File: src/design/biop_pkg.sv
/*
 * Package for the bidirectional I/O port bank: register indices, per-variant
 * implemented-bit masks, reset values and the packed carriers.
 * Assumes a data-memory style register access from the core, one byte wide.
 */
package biop_pkg;

    localparam int NUM_PORTS = 6;

    // Register indices within the bank (data memory offsets, bank-relative)
    localparam logic [4:0] REG_A_DATA = 5'h00;
    localparam logic [4:0] REG_A_DIR  = 5'h01;
    localparam logic [4:0] REG_A_PU   = 5'h02;
    localparam logic [4:0] REG_A_WAKE = 5'h03;
    localparam logic [4:0] REG_B_DATA = 5'h04;
    localparam logic [4:0] REG_B_DIR  = 5'h05;
    localparam logic [4:0] REG_B_PU   = 5'h06;
    localparam logic [4:0] REG_C_DATA = 5'h07;
    localparam logic [4:0] REG_C_DIR  = 5'h08;
    localparam logic [4:0] REG_C_PU   = 5'h09;
    localparam logic [4:0] REG_D_DATA = 5'h0a;
    localparam logic [4:0] REG_D_DIR  = 5'h0b;
    localparam logic [4:0] REG_D_PU   = 5'h0c;
    localparam logic [4:0] REG_E_DATA = 5'h0d;
    localparam logic [4:0] REG_E_DIR  = 5'h0e;
    localparam logic [4:0] REG_E_PU   = 5'h0f;
    localparam logic [4:0] REG_F_DATA = 5'h10;
    localparam logic [4:0] REG_F_DIR  = 5'h11;
    localparam logic [4:0] REG_F_PU   = 5'h12;

    // Reset values
    localparam logic [7:0] RST_DATA = 8'hff;
    localparam logic [7:0] RST_DIR  = 8'hff;
    localparam logic [7:0] RST_PU   = 8'h00;
    localparam logic [7:0] RST_WAKE = 8'h00;

    // Variant: 0 smallest, 1 middle, 2 largest
    localparam logic [1:0] VAR_SMALL  = 2'h0;
    localparam logic [1:0] VAR_MIDDLE = 2'h1;
    localparam logic [1:0] VAR_LARGE  = 2'h2;

    // Implemented-bit masks per variant, ports A..F at index 0..5
    typedef logic [NUM_PORTS-1:0][7:0] biop_masks_t;
    localparam biop_masks_t MASK_SMALL =
        {8'h00, 8'h3f, 8'h00, 8'h0f, 8'hff, 8'hff};
    localparam biop_masks_t MASK_MIDDLE =
        {8'h00, 8'hff, 8'hff, 8'hff, 8'hff, 8'hff};
    localparam biop_masks_t MASK_LARGE =
        {8'h3f, 8'hff, 8'hff, 8'hff, 8'hff, 8'hff};

    // Register access from the core
    typedef struct packed {
        logic       wrEn;
        logic       rdEn;
        logic [4:0] addr;
        logic [7:0] wrData;
    } biop_req_t;

    // One port's pin controls
    typedef struct packed {
        logic [7:0] out;
        logic [7:0] oeN;
        logic [7:0] pullEn;
    } biop_pin_t;

    // Register kinds within a port
    typedef enum logic [1:0] {
        KIND_DATA = 2'b00,
        KIND_DIR  = 2'b01,
        KIND_PU   = 2'b10,
        KIND_WAKE = 2'b11
    } biop_kind_t;

endpackage

File: src/design/biop_port.sv
/*
 * One 8-bit port: output latch, direction and pull-high registers, pin
 * drive and read-back mux. Assumes the parent decodes address to a port.
 */
`timescale 1ns/1ps
module biop_port (
    input  wire logic                 clk_sys,
    input  wire logic                 rst,
    input  wire logic                 holdRst,
    input  wire logic [7:0]           implMask,
    input  wire logic                 wrEn,
    input  wire biop_pkg::biop_kind_t kind,
    input  wire logic [7:0]           wrData,
    input  wire logic [7:0]           pinIn,
    input  wire logic [7:0]           nmosMode,
    output logic      [7:0]           dataRd,
    output logic      [7:0]           dirRd,
    output logic      [7:0]           puRd,
    output biop_pkg::biop_pin_t       pin
);

    logic [7:0] data_r;
    logic [7:0] data_nxt;
    logic [7:0] dir_r;
    logic [7:0] dir_nxt;
    logic [7:0] pu_r;
    logic [7:0] pu_nxt;

    always_comb begin
        data_nxt = data_r;
        dir_nxt  = dir_r;
        pu_nxt   = pu_r;
        if (wrEn) begin
            unique case (kind)
                // Latch updates even for input pins; drives once output
                biop_pkg::KIND_DATA: data_nxt = wrData & implMask;
                biop_pkg::KIND_DIR:  dir_nxt  = wrData & implMask;
                biop_pkg::KIND_PU:   pu_nxt   = wrData & implMask;
                biop_pkg::KIND_WAKE: ;
            endcase
        end
    end

    always_ff @(posedge clk_sys) begin
        if (rst && !holdRst) begin
            data_r <= biop_pkg::RST_DATA & implMask;
            dir_r  <= biop_pkg::RST_DIR & implMask;
            pu_r   <= biop_pkg::RST_PU;
        end else if (!rst) begin
            data_r <= data_nxt;
            dir_r  <= dir_nxt;
            pu_r   <= pu_nxt;
        end
    end

    always_comb begin
        // Output reads latch, input reads live pin sampled this cycle
        dataRd = ((dir_r & pinIn) | (~dir_r & data_r)) & implMask;
        dirRd  = dir_r & implMask;
        puRd   = pu_r & implMask;
        pin.out    = data_r & implMask;
        pin.oeN    = dir_r | ~implMask;
        pin.pullEn = pu_r & implMask & (dir_r | nmosMode);
    end

endmodule // biop_port

File: src/design/biop_bank.sv
/*
 * Bidirectional I/O port bank, ports A..F, registers in data memory.
 * Assumes the core presents one byte access per cycle, inputs synchronous.
 */
`timescale 1ns/1ps
module biop_bank (
    input  wire logic                         clk_sys,
    input  wire logic                         rst,
    input  wire logic                         watchdogSleepRst,
    input  wire logic                         lowPower,
    input  wire logic [1:0]                   variant,
    input  wire biop_pkg::biop_req_t          req,
    output logic      [7:0]                   rdData,
    output logic                              rdValid,
    input  wire logic [5:0][7:0]              pinIn,
    input  wire logic [5:0][7:0]              nmosMode,
    output biop_pkg::biop_pin_t [5:0]         pins,
    output logic                              wakeUp
);

    biop_pkg::biop_masks_t masks;
    logic [7:0]            wake_r;
    logic [7:0]            wake_nxt;
    logic [7:0]            portAPrev_r;
    logic [7:0]            portAPrev_nxt;
    logic [7:0]            rd_r;
    logic [7:0]            rd_nxt;
    logic                  rdv_r;
    logic                  rdv_nxt;
    logic [5:0]            portSel;
    biop_pkg::biop_kind_t  kind;
    logic                  hit;
    logic [5:0][7:0]       dataRd;
    logic [5:0][7:0]       dirRd;
    logic [5:0][7:0]       puRd;

    // Decode an address into port index and register kind
    function automatic void decode(input  logic [4:0]           a,
                                   output logic [5:0]           sel,
                                   output biop_pkg::biop_kind_t k,
                                   output logic                 h);
        sel = 6'h00;
        h   = 1'b1;
        // Port select first, register kind second
        unique case (a)
            biop_pkg::REG_A_DATA,
            biop_pkg::REG_A_DIR,
            biop_pkg::REG_A_PU,
            biop_pkg::REG_A_WAKE: sel = 6'h01;
            biop_pkg::REG_B_DATA,
            biop_pkg::REG_B_DIR,
            biop_pkg::REG_B_PU:   sel = 6'h02;
            biop_pkg::REG_C_DATA,
            biop_pkg::REG_C_DIR,
            biop_pkg::REG_C_PU:   sel = 6'h04;
            biop_pkg::REG_D_DATA,
            biop_pkg::REG_D_DIR,
            biop_pkg::REG_D_PU:   sel = 6'h08;
            biop_pkg::REG_E_DATA,
            biop_pkg::REG_E_DIR,
            biop_pkg::REG_E_PU:   sel = 6'h10;
            biop_pkg::REG_F_DATA,
            biop_pkg::REG_F_DIR,
            biop_pkg::REG_F_PU:   sel = 6'h20;
            default:              h   = 1'b0;
        endcase
        unique case (a)
            biop_pkg::REG_A_DIR,
            biop_pkg::REG_B_DIR,
            biop_pkg::REG_C_DIR,
            biop_pkg::REG_D_DIR,
            biop_pkg::REG_E_DIR,
            biop_pkg::REG_F_DIR:  k = biop_pkg::KIND_DIR;
            biop_pkg::REG_A_PU,
            biop_pkg::REG_B_PU,
            biop_pkg::REG_C_PU,
            biop_pkg::REG_D_PU,
            biop_pkg::REG_E_PU,
            biop_pkg::REG_F_PU:   k = biop_pkg::KIND_PU;
            biop_pkg::REG_A_WAKE: k = biop_pkg::KIND_WAKE;
            default:              k = biop_pkg::KIND_DATA;
        endcase
    endfunction

    always_comb begin
        unique case (variant)
            biop_pkg::VAR_SMALL:  masks = biop_pkg::MASK_SMALL;
            biop_pkg::VAR_MIDDLE: masks = biop_pkg::MASK_MIDDLE;
            biop_pkg::VAR_LARGE:  masks = biop_pkg::MASK_LARGE;
            default:              masks = biop_pkg::MASK_LARGE;
        endcase
    end

    always_comb begin
        decode(req.addr, portSel, kind, hit);
    end

    for (genvar p = 0; p < biop_pkg::NUM_PORTS; p++) begin : g_port
        biop_port u_port (
            .clk_sys  (clk_sys),
            .rst      (rst),
            .holdRst  (watchdogSleepRst),
            .implMask (masks[p]),
            .wrEn     (req.wrEn && hit && portSel[p]),
            .kind     (kind),
            .wrData   (req.wrData),
            .pinIn    (pinIn[p]),
            .nmosMode (nmosMode[p]),
            .dataRd   (dataRd[p]),
            .dirRd    (dirRd[p]),
            .puRd     (puRd[p]),
            .pin      (pins[p])
        );
    end

    always_comb begin
        wake_nxt   = wake_r;
        portAPrev_nxt = pinIn[0];
        rd_nxt     = rd_r;
        rdv_nxt    = 1'b0;
        if (req.wrEn && hit && portSel[0] && kind == biop_pkg::KIND_WAKE) begin
            wake_nxt = req.wrData;
        end
        if (req.rdEn) begin
            // Unmapped addresses read as zero
            rdv_nxt = 1'b1;
            rd_nxt  = 8'h00;
            for (int p = 0; p < biop_pkg::NUM_PORTS; p++) begin
                if (hit && portSel[p]) begin
                    unique case (kind)
                        biop_pkg::KIND_DATA: rd_nxt = dataRd[p];
                        biop_pkg::KIND_DIR:  rd_nxt = dirRd[p];
                        biop_pkg::KIND_PU:   rd_nxt = puRd[p];
                        biop_pkg::KIND_WAKE: rd_nxt = wake_r;
                    endcase
                end
            end
        end
    end

    always_ff @(posedge clk_sys) begin
        if (rst && !watchdogSleepRst) begin
            wake_r      <= biop_pkg::RST_WAKE;
            portAPrev_r <= 8'hff;
            rd_r        <= 8'h00;
            rdv_r       <= 1'b0;
        end else if (rst) begin
            portAPrev_r <= pinIn[0];
            rdv_r       <= 1'b0;
        end else begin
            wake_r      <= wake_nxt;
            portAPrev_r <= portAPrev_nxt;
            rd_r        <= rd_nxt;
            rdv_r       <= rdv_nxt;
        end
    end

    always_comb begin
        rdData  = rd_r;
        rdValid = rdv_r;
        // Falling edge on an enabled port A input while powered down
        // Output pins never wake, whatever their wake-up bit says
        wakeUp  = lowPower && |(portAPrev_r & ~pinIn[0] & wake_r
                                & pins[0].oeN);
    end

endmodule // biop_bank

File: config.mk
export PLATFORM = sky130hd
export DESIGN_NAME = biop_bank
export DESIGN_NICKNAME = d
export VERILOG_FILES = /design/src/design/biop_pkg.sv /design/src/design/biop_port.sv /design/src/design/biop_bank.sv
export SDC_FILE = /design/constraint.sdc
export NUM_CORES = 1
export LEC_CHECK = 0
export BUFFER_PORTS_ARGS = -buffer_cell sky130_fd_sc_hd__buf_4
export CORE_ASPECT_RATIO = 0.9
export CORE_MARGIN = 5
export CORE_UTILIZATION = 30
export DETAILED_ROUTE_END_ITERATION = 12
export GPL_ROUTABILITY_DRIVEN = 0
export PLACE_DENSITY = 0.56
export SYNTH_ARGS = -nofsm -noshare
export SYNTH_HDL_FRONTEND = slang
export SYNTH_SLANG_ARGS = --single-unit
export TNS_END_PERCENT = 5
File: constraint.sdc
create_clock -name clk_sys -period 6.8 [get_ports clk_sys]
set_clock_uncertainty 0.05 [all_clocks]
set_input_delay 0.68 -clock clk_sys [delete_from_list [all_inputs] [get_ports clk_sys]]
set_output_delay 0.68 -clock clk_sys [all_outputs]
set_load 0.02 [all_outputs]
Yosys cells after proc, flatten, opt, wreduce, memory -nomap -nowiden
Memories as Yosys holds them, arrays and structs flattened.
Index checks and enable logic that the tools add are counted.
{ "op_classes": {"n_mul": 0, "n_reduce_logical": 57, "eq_ne": 23, "n_shift": 0, "n_lt_le_gt_ge": 0, "addsub": 0, "bitwise_logic": 83, "div_mod_pow": 0, "mux": 64} }
{ "op_table": {"columns": ["op", "n"], "rows": [
  ["$mux 8", 54],
  ["$and 8x8->8", 46],
  ["$pmux 8 s4", 6],
  ["$or 8x8->8", 18],
  ["$not 8->8", 12],
  ["$pmux 46 s2", 1],
  ["$reduce_and 3->1", 18],
  ["$and 8x6->8", 5],
  ["$eq 5x4->1 const B", 8],
  ["$pmux 6 s6", 1],
  ["$eq 5x3->1 const B", 4],
  ["$reduce_or 19->1", 1],
  ["$logic_and 1x1->1", 16],
  ["$reduce_bool 2->1", 8],
  ["$eq 5x5->1 const B", 3],
  ["$reduce_or 3->1", 5],
  ["$eq 5x2->1 const B", 2],
  ["$not 6->8", 1],
  ["$reduce_or 8->1", 1],
  ["$eq 5x1->1 const B", 1],
  ["$logic_not 5->1", 1],
  ["$eq 2x1->1 const B", 2],
  ["$eq 2x2->1 const B", 2],
  ["$logic_not 2->1", 2],
  ["other kinds (7)", 9]
]} }
{ "word_totals": {"out_inout_bits": 154, "word_cells": 250, "ff_bits": 169, "n_memories": 1, "ram_bits": 0, "mem_bits_ro": 64, "latch_bits": 0, "inputBits": 117} }
{ "memory_table": {"columns": ["memory", "depth", "width", "read_ports", "rd_clocked_by_memory_dff", "write_ports", "line", "text"], "rows": [
  ["(no name shown)", 32, 2, 1, 0, 0, "biop_bank.sv:67", "unique case (a)"]
]} }

Depth between registers and ports, before layout
{ "depth": {"depth_word": 11, "ltp_mapped": 13} }

Modules after synthesis
Synthesis repeated with hierarchy kept, for this count alone.
{ "hier_totals": {"cells_unflattened": 1163, "area_unflattened_um2": 11157.0} }
{ "modules_own_cells": {"columns": ["mod", "n_inst", "cells_each", "area_per_inst_um2"], "rows": [
  ["biop_port", 6, 123, 1303.8],
  ["biop_bank", 1, 425, 3334.4]
]} }

Worst setup path before layout
OpenSTA, ideal clock, no wires.
{ "synth_path": {"path_type": "input-to-reg", "startpoint": "input req[8] in the netlist's numbering", "endpoint": "register g_port[3].u_port.dir_r[0], enable pin", "setup_ns": 0.384, "t_arrival_ns": 2.911, "path_slack_ns": 3.455, "required_ns": 6.366, "path_buffers": 3, "cell_stages": 10, "path_cell_list": "inv_1 ha_1 nand2b_1 a21oi_1 o21a_1 buf_6 buf_6 clkbuf_1 nand3_1 o21ai_0"} }
{ "synth_between": {"elab_chain_cells": 7} }
{ "synth_rtl": {"columns": ["element", "line", "text"], "rows": [
  ["start: declaration", "biop_bank.sv:12", "input wire biop_pkg::biop_req_t req,"],
  ["branches (longest 6 deep; another with $mem_v2 32x2)", null, null],
  ["$reduce_and 3->1 (no line) *", null, null],
  ["end signal: assignment", "biop_port.sv:47", "dir_r <= biop_pkg::RST_DIR & implMask;"],
  ["end signal: assignment", "biop_port.sv:51", "dir_r <= dir_nxt;"],
  ["end: declaration", "biop_port.sv:24", "logic [7:0] dir_r;"]
]} }
Mark *: on every way between the ends.
A chain may end at the register's enable or synchronous reset.

Worst setup path in the final report
{ "layout_path": {"startpoint": "input req[8] in the netlist's numbering", "endpoint": "register g_port[5].u_port.dir_r[1], enable pin"} }
{ "layout_between": {"elab_chain_cells": 7} }
{ "layout_rtl": {"columns": ["element", "line"], "rows": [
  ["branches (longest 6 deep; another with $mem_v2 32x2)", null],
  ["$reduce_and 3->1 (no line) *", null],
  ["end signal: assignment", "biop_port.sv:47"],
  ["end signal: assignment", "biop_port.sv:51"],
  ["end: declaration", "biop_port.sv:24"]
]} }
Marks and branches as above.

==> results.py <==
metrics = {
    "clock_network": {
        "cts.hold.buffers_added": 0,
        "clkSlewWorstSetupHoldPaths_ns": 0.06,
        "tritoncts": "yes",
        "worst_skew_pair.late_latency_ns": 0.43,
        "ctsHtreeMaxLevel": 4,
        "post_cts_resize_count": 0,
        "ctsRootBufferMaster": "clkbuf_16",
        "post_cts_buffers": 0,
        "tritoncts_num_sinks": 163,
        "clock_buffers_created_by_tritoncts": 17,
        "clock_path_buffers": 2,
    },
    "floorplan": {
        "design.die.area_um2": 32320,
        "core_area_um2": 28640,
        "width_of_the_die_um": 188.9,
        "pin_count": 271,
        "initial_core_util_pct": 30.19,
        "dieHeight_um": 171.1,
        "rows": 59,
    },
    "sta": {
        "final_hold_vios": 0,
        "fin_setup_tns_ns": 0,
        "rsz0062_at_grt": "no",
        "max_slew_margin_pct": 35.63,
        "finalMaxSlewViolations": 0,
        "timing.fmax_mhz": 245.4,
        "timing_worst_slew_pin_value_ns": 0.9555,
        "post_layout_minimum_cycle_time_ns": 4.076,
        "timing.final.setup_violations": 0,
        "final.period_utilization_pct": 59.93,
    },
    "setup_path": {
        "timing.critical_path.mode_cell": "buf_4",
        "worstPathCellList": "buf_4, inv_1, ha_1, nand2b_1, a21oi_1, o21a_2, buf_4, nand3_1, o21ai_0",
        "worst_setup_path_start_kind": "primary input",
        "worstPathArrival_ns": 4.08,
        "worst_path_dominant_cell_family": "compound AO/OA/AOI/OAI gates",
        "critical-path-slowest-cell": "o21ai_0",
        "timing.critical_path.fanout_max": 33,
        "worstSetupEndpointType": "flip-flop",
        "cp.required_ns": 6.80,
        "worstSetupPathType": "primary input to flip-flop",
        "cp_slowest_stage_delay_ns": 0.90,
        "critical_path_buf_inv_count": 3,
    },
    "yosys": {
        "synth_top_family_by_area": "simple AND/OR/NAND/NOR gates",
        "yosys.area_share.xor_xnor_pct": 0,
        "yosysTopAreaCellShare_pct": 31.95,
        "ys_ff_latch": 163,
        "synth.avg_cell_area_um2": 9.188,
        "yosysWarningCount": 0,
        "synth.most_common_cell": "edfxtp_1",
        "synthTopCellsByCount": "edfxtp_1 (92), a21oi_1 (88), nand2_1 (87), o21ai_0 (87), nor2_1 (81)",
        "yosys.cell_types.count": 65,
        "post_synth_mux_area_share_pct": 2.894,
        "synthesis.area_um2": 8646,
        "synth_edf_count": 92,
        "synth_seq_area_share_pct": 48.39,
        "ys_async_sr_fraction_pct": 0,
        "synth_area_leader_cell": "edfxtp_1",
        "yosys_most_used_dff": "edfxtp_1",
        "synth-simple-area-share_pct": 22.00,
        "synth_compound_gate_area_share_pct": 19.86,
        "synth_adder_area_share_pct": 0.5789,
        "post_synth_inst_count": 941,
        "ys_top_cells_by_area": "edfxtp_1 (32%), dfxtp_1 (16%), a21oi_1 (5.1%)",
    },
    "power_and_ir_drop": {
        "internal_power_mw": 1.890,
        "swShare_pct": 28.15,
        "power_frac_comb_pct": 17.8,
        "leakagePower_nw": 4.536,
        "power.ir.vdd_worst_mv": 0.1454,
        "cellPowerDensity_nw_per_um2": 232.0,
        "sequentialPowerShare_pct": 43.8,
        "power.total_mw": 2.630,
        "clockPowerShare_pct": 38.4,
        "net-switching-power_mw": 0.7402,
    },
    "hold_path": {
        "worstHoldPathType": "primary input to flip-flop",
    },
    "route": {
        "post_drt_via_cell_ratio": 5.438,
        "firstDrtPassIters": 6,
        "num_vias": 8352,
        "wirelength_um": 37300,
        "drt_iter0_markers": 781,
        "post_detailed_route_wirelength_per_cell_um": 24.29,
        "drt_antenna_net_count": 0,
        "drc_errors": 0,
    },
    "global_routing": {
        "groute.usage.overall_pct": 22.11,
        "grt_overflow": 0,
        "grtUsageMet3_pct": 5.834,
        "grtUsageMet2_pct": 33.89,
        "gr-max-usage-layer": "met2",
        "grt_antenna_before_repair": 0,
        "grt_util_met1_pct": 30.56,
        "global_route_wire_length_before_repair_um": 52880,
        "via_count_of_the_first_global_routing_pass": 8081,
        "grt_start_max_net_pins": 60,
    },
    "finish": {
        "post_route_cells_drive_above_1_share_pct": 27.78,
        "nets": 1278,
        "layout-area-overhead-vs-synth_pct": 31.10,
        "insertedDiodeCount": 0,
    },
    "place": {
        "place.port_buffers": 260,
        "place_hpwl_um": 26970,
    },
    "run_status": {
        "status": "finished, final reports clean",
    },
    "run": {
        "drv.max_cap_violation_count": 0,
    },
}
[sequential cells by signal, indices dropped and copies added, names as in the netlist]
signal,cells
g_port.u_port.data_r,46
g_port.u_port.dir_r,46
g_port.u_port.pu_r,46
portAPrev_r,8
rdData,8
rdValid,1
wake_r,8
[power groups by stage]
stage | Sequential, mW | Combinational, mW | Clock, mW
after floorplan | 1.18 | 0.235 | 0
after global placement | 1.17 | 0.465 | 0
after detailed placement | 1.17 | 0.466 | 0
after CTS | 1.15 | 0.468 | 1.01
after global routing | 1.16 | 0.498 | 1.06
final | 1.15 | 0.469 | 1.01
[cell families after synthesis]
kind of cell | Yosys count
other | 2
DFF | 163
AOI/OAI and AO/OA | 279
adders and majority gates | 4
and+or+nand+nor | 371
buffers and inverters | 97
muxes | 25
[per-stage QoR]
step / worst slack (ns) / cells / hold slack, ns / cell area [um2] / util, %
floorplan: 3.455 / 945 / 0.3821 / 8661 / -
CTS: 2.792 / 1536 / 0.3944 / 11330 / 39.57
detailed placement: 2.346 / 1504 / 0.3951 / 10730 / 37.45
global route: 2.535 / 1536 / 0.3998 / 11330 / 39.57
global placement: 2.352 / 1504 / 0.3882 / 10730 / 37.45
finish: 2.724 / 1536 / 0.3991 / 11330 / 39.57
[routing by layer]
layer | part of all wire (%) | vias to the layer above | wire (um)
met1 | 43 | 4038 | 16030
met5 | 0 | - | 0
met3 | 9.4 | 60 | 3512
met2 | 45 | 445 | 16650
li1 | - | 3809 | -
met4 | 3.0 | 0 | 1108
[layout by cell type (no fill, tap or decap), drive strengths merged, types with 3 or more instances in the layout]
cell type and n:
a2111oi 5, a211oi 7, a21o 4, a21oi 89, a221oi 6, a311oi 7, a31oi 9, and2 35
and3 5, buf 279, bufinv 3, clkbuf 23, clkinv 4, conb 6, dfxtp 71, edfxtp 92
ha 4, inv 12, mux2i 25, nand2 90, nand2b 42, nand3 50, nand3b 15, nand4 6
nand4b 8, nor2 84, nor2b 3, nor3 7, nor3b 12, nor4 5, o211a 5, o21a 30
o21ai 93, or2 3, or3 3
[area by class of cell]
class / instances / area [um2]
Clock buffer: 23 / 479.2
Clock inverter: 9 / 127.6
Fill cell: 2940 / 17310
Inverter: 11 / 41.29
Multi-Input combinational cell: 685 / 3950
Sequential cell: 163 / 4184
Tap cell: 366 / 457.9
Timing Repair Buffer: 279 / 2095
[path summary, 6_finish.rpt]
check | start | endpoint | slack [ns] | depth (start not counted)
worst max-delay path | req[8] | g_port[5].u_port.dir_r[1]$_DFFE_PP_ | 2.72 | 9
worst max register to register | g_port[0].u_port.dir_r[0]$_DFFE_PP_ | rdData[0]$_SDFFE_PP0P_ | 4.34 | 6
worst min-delay path | pinIn[3] | portAPrev_r[3]$_SDFF_PP1_ | 0.40 | 2
worst min register to register | g_port[5].u_port.pu_r[4]$_SDFFE_PP0P_ | g_port[5].u_port.pu_r[4]$_SDFFE_PP0P_ | 0.40 | 2
[worst register-to-register path, stage by stage (launching register included)]
cell	delay (ns)
edfxtp_1	0.47
inv_1	0.08
a31oi_1	0.09
a221oi_2	0.43
a2111oi_0	0.18
o41ai_1	0.83
nor3b_1	0.25
Note: power is estimated with default switching activity, not from simulation.
